<file path="src/acsp_pkg.sv">
`default_nettype none
package acsp_pkg;
  // Result word
  localparam int unsigned RESULT_W   = 14;
  localparam int unsigned CFG_W      = 9;
  // Configuration field positions
  localparam int unsigned CFG_START  = 8;
  localparam int unsigned CFG_RANGE7 = 7;
  localparam int unsigned CFG_RANGE6 = 6;
  localparam int unsigned CFG_PD     = 5;
  localparam int unsigned CFG_PSCALE = 4;
  localparam int unsigned CFG_FAST   = 3;
  localparam int unsigned CFG_CODING = 2;
  localparam logic [8:0]  CFG_RESET  = 9'h000;
  // Writable field mask: bits 1:0 stay untouched by a port update
  localparam logic [8:0]  CFG_WMASK  = 9'h1fc;
  localparam logic [3:0]  BIT_CNT_MAX = 4'hd;
  localparam logic [3:0]  CFG_CNT_LAST = 4'h8;

  typedef enum logic [1:0] {ACSP_RANGE_0_5, ACSP_RANGE_0_10, ACSP_RANGE_PM5, ACSP_RANGE_PM10} acsp_range_t;
  typedef enum logic [1:0] {ACSP_MODE_NORMAL, ACSP_MODE_FAST, ACSP_MODE_PSCALE, ACSP_MODE_RSVD} acsp_mode_t;

  typedef struct packed {
    acsp_range_t range;
    acsp_mode_t  mode;
    logic        power_down;
    logic        straight_binary;
  } acsp_cfg_t;
endpackage
`default_nettype wire

</file>
<file path="src/acsp_core.sv">
// Functional notes
// - Read-after read only when idle, selected
// - Result MSB first, fourteen bit clocks
// - Chain input sampled on opposite edge
// - During conversion, shift previous result out
// - Incomplete read at conversion end pulses overrun
// - Hardware pins may change any time
// - Software mode ignores hardware pins
// - Config port needs serial and software select
// - Port select low, polarity picks edge
// - Config shifted MSB first, start bit 8
// - Ninth config edge updates register
// - Reserved bits 1:0 never written
// - Config port works only in serial software mode
// - Reset clears configuration to zero
// - Bits 7:6 select input range
// - Bits 4:3 select conversion mode
// - Power-down bit keeps port usable
// - Coding bit: low twos, high binary
`default_nettype none
module acsp_core (
  // Clock and reset
  input  wire logic                  i_clk,
  input  wire logic                  i_nrst,
  // Converter core side
  input  wire logic                  i_busy,
  input  wire logic                  i_result_valid,
  input  wire logic [13:0]           i_result,
  // Result readout pins
  input  wire logic                  i_chip_select_n,
  input  wire logic                  i_read_enable_n,
  input  wire logic                  i_serial_bit_clock,
  input  wire logic                  i_chain_serial_in,
  input  wire logic                  i_clock_polarity_invert,
  output logic                       o_serial_result_out,
  output logic                       o_serial_result_oe,
  output logic                       o_read_overrun_flag,
  // Mode selects
  input  wire logic                  i_serial_parallel_select,
  input  wire logic                  i_hardware_software_config_select,
  // Hardware configuration pins
  input  wire logic [1:0]            i_hw_range,
  input  wire logic                  i_hw_power_scaled,
  input  wire logic                  i_hw_fast,
  input  wire logic                  i_hw_power_down,
  input  wire logic                  i_output_coding_select,
  // Configuration write port
  input  wire logic                  i_config_port_select_n,
  input  wire logic                  i_config_serial_clock,
  input  wire logic                  i_config_serial_data_in,
  // Effective settings
  output acsp_pkg::acsp_cfg_t        o_cfg,
  output logic [8:0]                 o_cfg_reg,
  // Result buffer drain
  output logic                       o_word_valid,
  input  wire logic                  i_word_ready,
  output logic [13:0]                o_word
);

  // ----------------------------------------------------------------
  // Input synchronisers
  // ----------------------------------------------------------------
  localparam int unsigned NSYNC = 9;
  // Active-low selects come out of reset at their idle high level, so no false select follows reset
  localparam logic [NSYNC-1:0] SYNC_IDLE = 9'h10c;
  logic [NSYNC-1:0] raw_in;
  logic [NSYNC-1:0] sync1_reg;
  logic [NSYNC-1:0] sync2_reg;
  logic [NSYNC-1:0] sync3_reg;
  assign raw_in = {i_config_port_select_n, i_config_serial_clock, i_config_serial_data_in,
                   i_serial_parallel_select, i_hardware_software_config_select,
                   i_chip_select_n, i_read_enable_n, i_serial_bit_clock, i_chain_serial_in};
  always_ff @(posedge i_clk) begin
    if (!i_nrst) begin
      sync1_reg <= SYNC_IDLE;
      sync2_reg <= SYNC_IDLE;
      sync3_reg <= SYNC_IDLE;
    end else begin
      sync1_reg <= raw_in;
      sync2_reg <= sync1_reg;
      sync3_reg <= sync2_reg;
    end
  end
  wire cps_n   = sync2_reg[8];
  wire ccl     = sync2_reg[7];
  wire ccl_d   = sync3_reg[7];
  wire cdin    = sync2_reg[6];
  wire ser_sel = sync2_reg[5];
  wire hw_sel  = sync2_reg[4];
  wire cs_n    = sync2_reg[3];
  wire rd_n    = sync2_reg[2];
  wire sck     = sync2_reg[1];
  wire sck_d   = sync3_reg[1];
  wire chain   = sync2_reg[0];

  // Polarity invert is a static strap, treated as quasi-static
  wire inv = i_clock_polarity_invert;
  wire sck_rise  = sck & ~sck_d;
  wire sck_fall  = ~sck & sck_d;
  wire shift_edg = inv ? sck_fall : sck_rise;
  wire samp_edg  = inv ? sck_rise : sck_fall;
  wire ccl_edge  = inv ? (~ccl & ccl_d) : (ccl & ~ccl_d);

  // ----------------------------------------------------------------
  // Two-entry result buffer
  // ----------------------------------------------------------------
  // A stalled drain drops a third word; i_result_valid is ignored while both entries are full.
  logic [13:0] buf_reg [2];
  logic [1:0]  cnt_reg;
  logic        rd_ptr_reg;
  logic        wr_ptr_reg;
  wire  buf_in_ready = (cnt_reg != 2'h2);
  wire  buf_push     = i_result_valid & buf_in_ready;
  wire  buf_pop      = o_word_valid & i_word_ready;
  assign o_word_valid = (cnt_reg != 2'h0);
  assign o_word       = buf_reg[rd_ptr_reg];
  always_ff @(posedge i_clk) begin
    if (!i_nrst) begin
      cnt_reg    <= 2'h0;
      rd_ptr_reg <= 1'b0;
      wr_ptr_reg <= 1'b0;
      buf_reg[0] <= '0;
      buf_reg[1] <= '0;
    end else begin
      if (buf_push) begin
        buf_reg[wr_ptr_reg] <= i_result;
        wr_ptr_reg          <= ~wr_ptr_reg;
      end
      if (buf_pop) rd_ptr_reg <= ~rd_ptr_reg;
      cnt_reg <= cnt_reg + {1'b0, buf_push} - {1'b0, buf_pop};
    end
  end

  // ----------------------------------------------------------------
  // Result shifter
  // ----------------------------------------------------------------
  logic [13:0] shift_reg;
  logic [3:0]  bits_reg;
  logic        done_reg;
  logic        busy_d_reg;
  logic        ovr_reg;
  logic        chain_bit_reg;
  wire  sel          = ~cs_n & ~rd_n;
  // Next word loads while deselected, unless a read of the previous one stands part-way.
  wire  load_word    = o_word_valid & (done_reg | ~sel) & ~(|bits_reg);
  wire  conv_end     = busy_d_reg & ~i_busy;
  wire  read_pending = ~done_reg & (|bits_reg);
  always_ff @(posedge i_clk) begin
    if (!i_nrst) begin
      shift_reg     <= '0;
      bits_reg      <= 4'h0;
      done_reg      <= 1'b1;
      busy_d_reg    <= 1'b0;
      ovr_reg       <= 1'b0;
      chain_bit_reg <= 1'b0;
    end else begin
      busy_d_reg <= i_busy;
      ovr_reg    <= conv_end & read_pending;
      // Before the first shift the upstream MSB already stands on the chain input
      if (sel && (samp_edg || (!done_reg && bits_reg == 4'h0))) chain_bit_reg <= chain;
      if (load_word && !sel) begin
        shift_reg <= o_word;
        done_reg  <= 1'b0;
      end else if (sel && shift_edg) begin
        // MSB leaves first; chain bits enter behind the own word
        shift_reg <= {shift_reg[12:0], chain_bit_reg};
        if (bits_reg == acsp_pkg::BIT_CNT_MAX) begin
          bits_reg <= 4'h0;
          done_reg <= 1'b1;
        end else if (!done_reg) begin
          bits_reg <= bits_reg + 4'h1;
        end
      end
    end
  end
  // Overrun applies only to a word that was being read when busy fell
  assign o_serial_result_out = shift_reg[13];
  assign o_serial_result_oe  = sel & ser_sel;
  assign o_read_overrun_flag = ovr_reg;

  // ----------------------------------------------------------------
  // Configuration write port
  // ----------------------------------------------------------------
  logic [8:0] cfg_sh_reg;
  logic [3:0] cfg_cnt_reg;
  logic [8:0] cfg_reg;
  wire  port_en = ser_sel & ~hw_sel;
  wire  cfg_act = port_en & ~cps_n;
  wire  [8:0] cfg_word = {cfg_sh_reg[7:0], cdin};
  always_ff @(posedge i_clk) begin
    if (!i_nrst) begin
      cfg_sh_reg  <= '0;
      cfg_cnt_reg <= 4'h0;
      cfg_reg     <= acsp_pkg::CFG_RESET;
    end else if (!cfg_act) begin
      cfg_cnt_reg <= 4'h0;
    end else if (ccl_edge) begin
      cfg_sh_reg <= cfg_word;
      if (cfg_cnt_reg == acsp_pkg::CFG_CNT_LAST) begin
        cfg_cnt_reg <= 4'h0;
        // Reserved bits keep their value; power-down leaves the port alive
        cfg_reg <= (cfg_word & acsp_pkg::CFG_WMASK) |
                   (cfg_reg & ~acsp_pkg::CFG_WMASK);
      end else begin
        cfg_cnt_reg <= cfg_cnt_reg + 4'h1;
      end
    end
  end
  assign o_cfg_reg = cfg_reg;

  // ----------------------------------------------------------------
  // Effective settings
  // ----------------------------------------------------------------
  // Hardware pins are taken live; the core owns the acquisition settle time.
  wire sw_mode = ser_sel & ~hw_sel;
  wire [1:0] rng_bits = sw_mode ? {cfg_reg[acsp_pkg::CFG_RANGE7], cfg_reg[acsp_pkg::CFG_RANGE6]}
                                : i_hw_range;
  wire [1:0] mode_bits = sw_mode ? {cfg_reg[acsp_pkg::CFG_PSCALE], cfg_reg[acsp_pkg::CFG_FAST]}
                                 : {i_hw_power_scaled, i_hw_fast};
  wire pd_bit  = sw_mode ? cfg_reg[acsp_pkg::CFG_PD] : i_hw_power_down;
  wire ob_bit  = sw_mode ? cfg_reg[acsp_pkg::CFG_CODING] : i_output_coding_select;
  assign o_cfg.range = acsp_pkg::acsp_range_t'({rng_bits[0] & ~rng_bits[1] ? 2'h1 :
                                               rng_bits == 2'h2 ? 2'h2 : rng_bits});
  assign o_cfg.mode  = acsp_pkg::acsp_mode_t'(mode_bits == 2'h1 ? 2'h1 :
                                              mode_bits == 2'h2 ? 2'h2 : mode_bits);
  assign o_cfg.power_down      = pd_bit;
  assign o_cfg.straight_binary = ob_bit;

endmodule // acsp_core
`default_nettype wire

</file>
<file path="config.mk">
export PLATFORM = sky130hd
export DESIGN_NAME = acsp_core
export DESIGN_NICKNAME = d
export VERILOG_FILES = /design/src/acsp_pkg.sv /design/src/acsp_core.sv
export SDC_FILE = /design/constraint.sdc
export NUM_CORES = 1
export LEC_CHECK = 0
export BUFFER_PORTS_ARGS = -buffer_cell sky130_fd_sc_hd__buf_2
export CAP_MARGIN = 5
export CORE_ASPECT_RATIO = 1.1
export CORE_MARGIN = 8
export CORE_UTILIZATION = 55
export DETAILED_ROUTE_END_ITERATION = 10
export PLACE_DENSITY = 0.86
export SETUP_SLACK_MARGIN = 0.3
export SLEW_MARGIN = 20
export SYNTH_ARGS = -nofsm -noshare
export SYNTH_HDL_FRONTEND = slang
export SYNTH_SLANG_ARGS = --single-unit
export TNS_END_PERCENT = 5
</file>
<file path="constraint.sdc">
create_clock -name i_clk -period 2.8 [get_ports i_clk]
set_input_delay 0.42 -clock i_clk [delete_from_list [all_inputs] [get_ports i_clk]]
set_output_delay 0.42 -clock i_clk [all_outputs]
set_load 0.005 [all_outputs]
</file>
==> impl_metrics.yaml <==
yosys:
  avgSynthCellArea_um2: 10.4
  synth_seq_cells: 94
  yosys-top-cells-area: "dfxtp_1 34%, edfxtp_1 22%, and2_1 7.5%"
  syn_inst: 376
  ys_warn_count: 0
  synth_async_sr_flop_share: 0
  yosysTopAreaCell: "dfxtp_1"
  synth_area_um2: 3890
  synth_seq_area_share: 0.555
  synth_edf_count: 28
  synthDominantCellAreaShare: 0.339
  synth-main-ff-cell: "dfxtp_1"
  ys_types: 46
placed_design:
  dp_hpwl_mm: 5.23
  dp_cells: 506
  io_buffers: 65
  gp_congestion: 0.777
  post_dp_cell_area_um2: 4240
layout:
  drive_above_1_share: 0.261
  num_antenna_cells: 0
  final_area_um2: 4430
  area_growth_syn_to_layout_pct: 13.7
  final_cell_mix: "66 x dfxtp_1, 65 x buf_2, 47 x and2_1"
  largest_reg_flops: 28
  layout.nets: 471
  layout_commonest_cell: "dfxtp_1"
  layoutNonFillerInstCount: 522
  fillers: 534
routing:
  wl_per_cell_um: 14.6
  vias: 2820
  drc_errors: 0
  drt_iter0_markers: 174
  drtPass1Iterations: 4
  wirelength_mm: 7.63
  detail-route-antenna-nets: 0
  vias_per_cell: 5.40
power:
  p_leak_nw: 1.83
  vdd_drop_max_mv: 0.480
  p_per_area_nw_per_um2: 729
clock_network:
  clock_sinks: 94
  path_clk_slew_ns: 0.09
  cts-root-buf: "clkbuf_8"
  clock_latency_ns: 0.37
  postCtsSetupBuffers: 0
  cts_resized: 0
  cts_max_path_buffers: 2
  cts_buffers: 9
  tritoncts: "done"
  htree_levels: 3
  ctsHoldBuffers: 0
floorplan:
  start_util: 0.562
  io_pins: 68
  die_w_um: 96.2
  dieArea_um2: 10000
  num_rows: 32
  coreArea_um2: 6930
  die_h_um: 104
critical_path:
  r2r_end: "bits_reg[3]"
  startpoint_type: "flop"
  ff2ff_path_depth: 4
  crit_required_ns: 2.38
  cp.arrival_ns: 1.70
  cp-end-kind: "output pin"
  r2r-start: "sync2_reg[1]"
  crit_chain: "mux2_2 > buf_2"
  cp_max_fo: 14
  critPathMaxStageDelay_ns: 0.75
  crit_type: "reg -> out"
  cp_top_family: "flip-flops"
  reg2reg_slack_ns: 0.80
  critPathBufInv: 1
  cp_slowest_cell: "dfxtp_1"
status:
  status: "complete, no violations"
global_routing:
  grt_pass1_vias: 2886
  antenna_found_initial: 0
  overflow: 0
  grt_pass1_wl_mm: 12.7
  grt_use_total: 0.160
  grt_max_degree: 63
timing:
  drv_slew: 0
  timing.fmax_ghz: 0.471
  clock_skew_ns: 0.0119
  rsz0062_at_grt: "false"
  hold_viol_final: 0
  slew_headroom: 0.410
  tns_ns: 0
  setup_viol: 0
  period_needed_ns: 2.12
  timing.final.crit_share: 0.759
  worstMarginPinSlew_ns: 0.881
hold_path:
  hold_end: "sync1_reg[3]"
  min_path_cells: 2
  worstHoldStart: "i_chip_select_n"
  hold_path_class: "in -> reg"
run:
  cap_violations: 0
==> kinds of logic after synthesis <==
family | synth area share
AO/OA/AOI/OAI | 0.0938
buffers and inverters | 0.0418
multiplexers | 0.0864
AND/OR/NAND/NOR | 0.200
flip-flops | 0.555
XOR/XNOR | 0.00899
other | 0.000963
adder cells (fa/ha/maj) | 0.0128
==> layout make-up <==
class                           instances  area, µm²  share of cell area
Multi-Input combinational cell        250       1580               0.358
Clock buffer                            9        124              0.0280
Timing Repair Buffer                   70        363              0.0819
Tap cell                               85        106              0.0240
Sequential cell                        94       2160               0.488
Clock inverter                          7       62.6              0.0141
Inverter                                7       26.3             0.00593
==> stage by stage <==
stage / setup WS (ns) / util / power (W) / hold WS (ns)
after floorplan: 0.773 / - / 0.00222 / 0.386
after global placement: 0.715 / 0.611 / 0.00238 / 0.398
after detailed placement: 0.671 / 0.612 / 0.00242 / 0.394
after CTS: 0.651 / 0.639 / 0.00325 / 0.221
after global routing: 0.627 / 0.639 / 0.00340 / 0.235
final: 0.676 / 0.639 / 0.00323 / 0.234
==> worst register-to-register path, stage by stage (launching register included) <==
cell	delay (ns)
dfxtp_1	0.38
or3b_1	0.40
a211o_1	0.56
o311ai_1	0.41
o41ai_1	0.12
==> layer usage <==
metal	global-route usage	wire, µm	up-vias
li1	-	-	1407
met1	0.180	3200	1324
met2	0.265	3750	79
met3	0.0606	576	10
met4	0.0583	105	0
met5	0	0	-
==> Yosys cell counts, types with 4 or more instances <==
cell and n:
inv_1 6, dfxtp_1 66, a31oi_1 15, ha_1 4, nor2_1 20, xnor2_1 4
o21ai_0 27, buf_4 4, mux2_2 21, and2_1 47, nand2_1 46, nand3_1 11
edfxtp_1 28, clkbuf_1 17, mux2i_1 10, nand2b_1 8
==> power breakdown <==
group          switching, W  internal, W  total, W
Sequential         0.000128      0.00162   0.00175
Clock              0.000507     0.000341  0.000848
Combinational      0.000323     0.000307  0.000630
==> worst max-delay path by stage <==
stage / depth (start not counted) / slack, ns / endpoint
final: 2 / 0.68 / o_word[0]
after detailed placement: 5 / 0.67 / bits_reg[3]
after global routing: 2 / 0.63 / o_word[0]
after floorplan: 2 / 0.77 / buf_reg[0][0]
after CTS: 2 / 0.65 / o_word[0]
after global placement: 5 / 0.72 / bits_reg[3]
No activity file was read; power rests on OpenSTA's default activity.
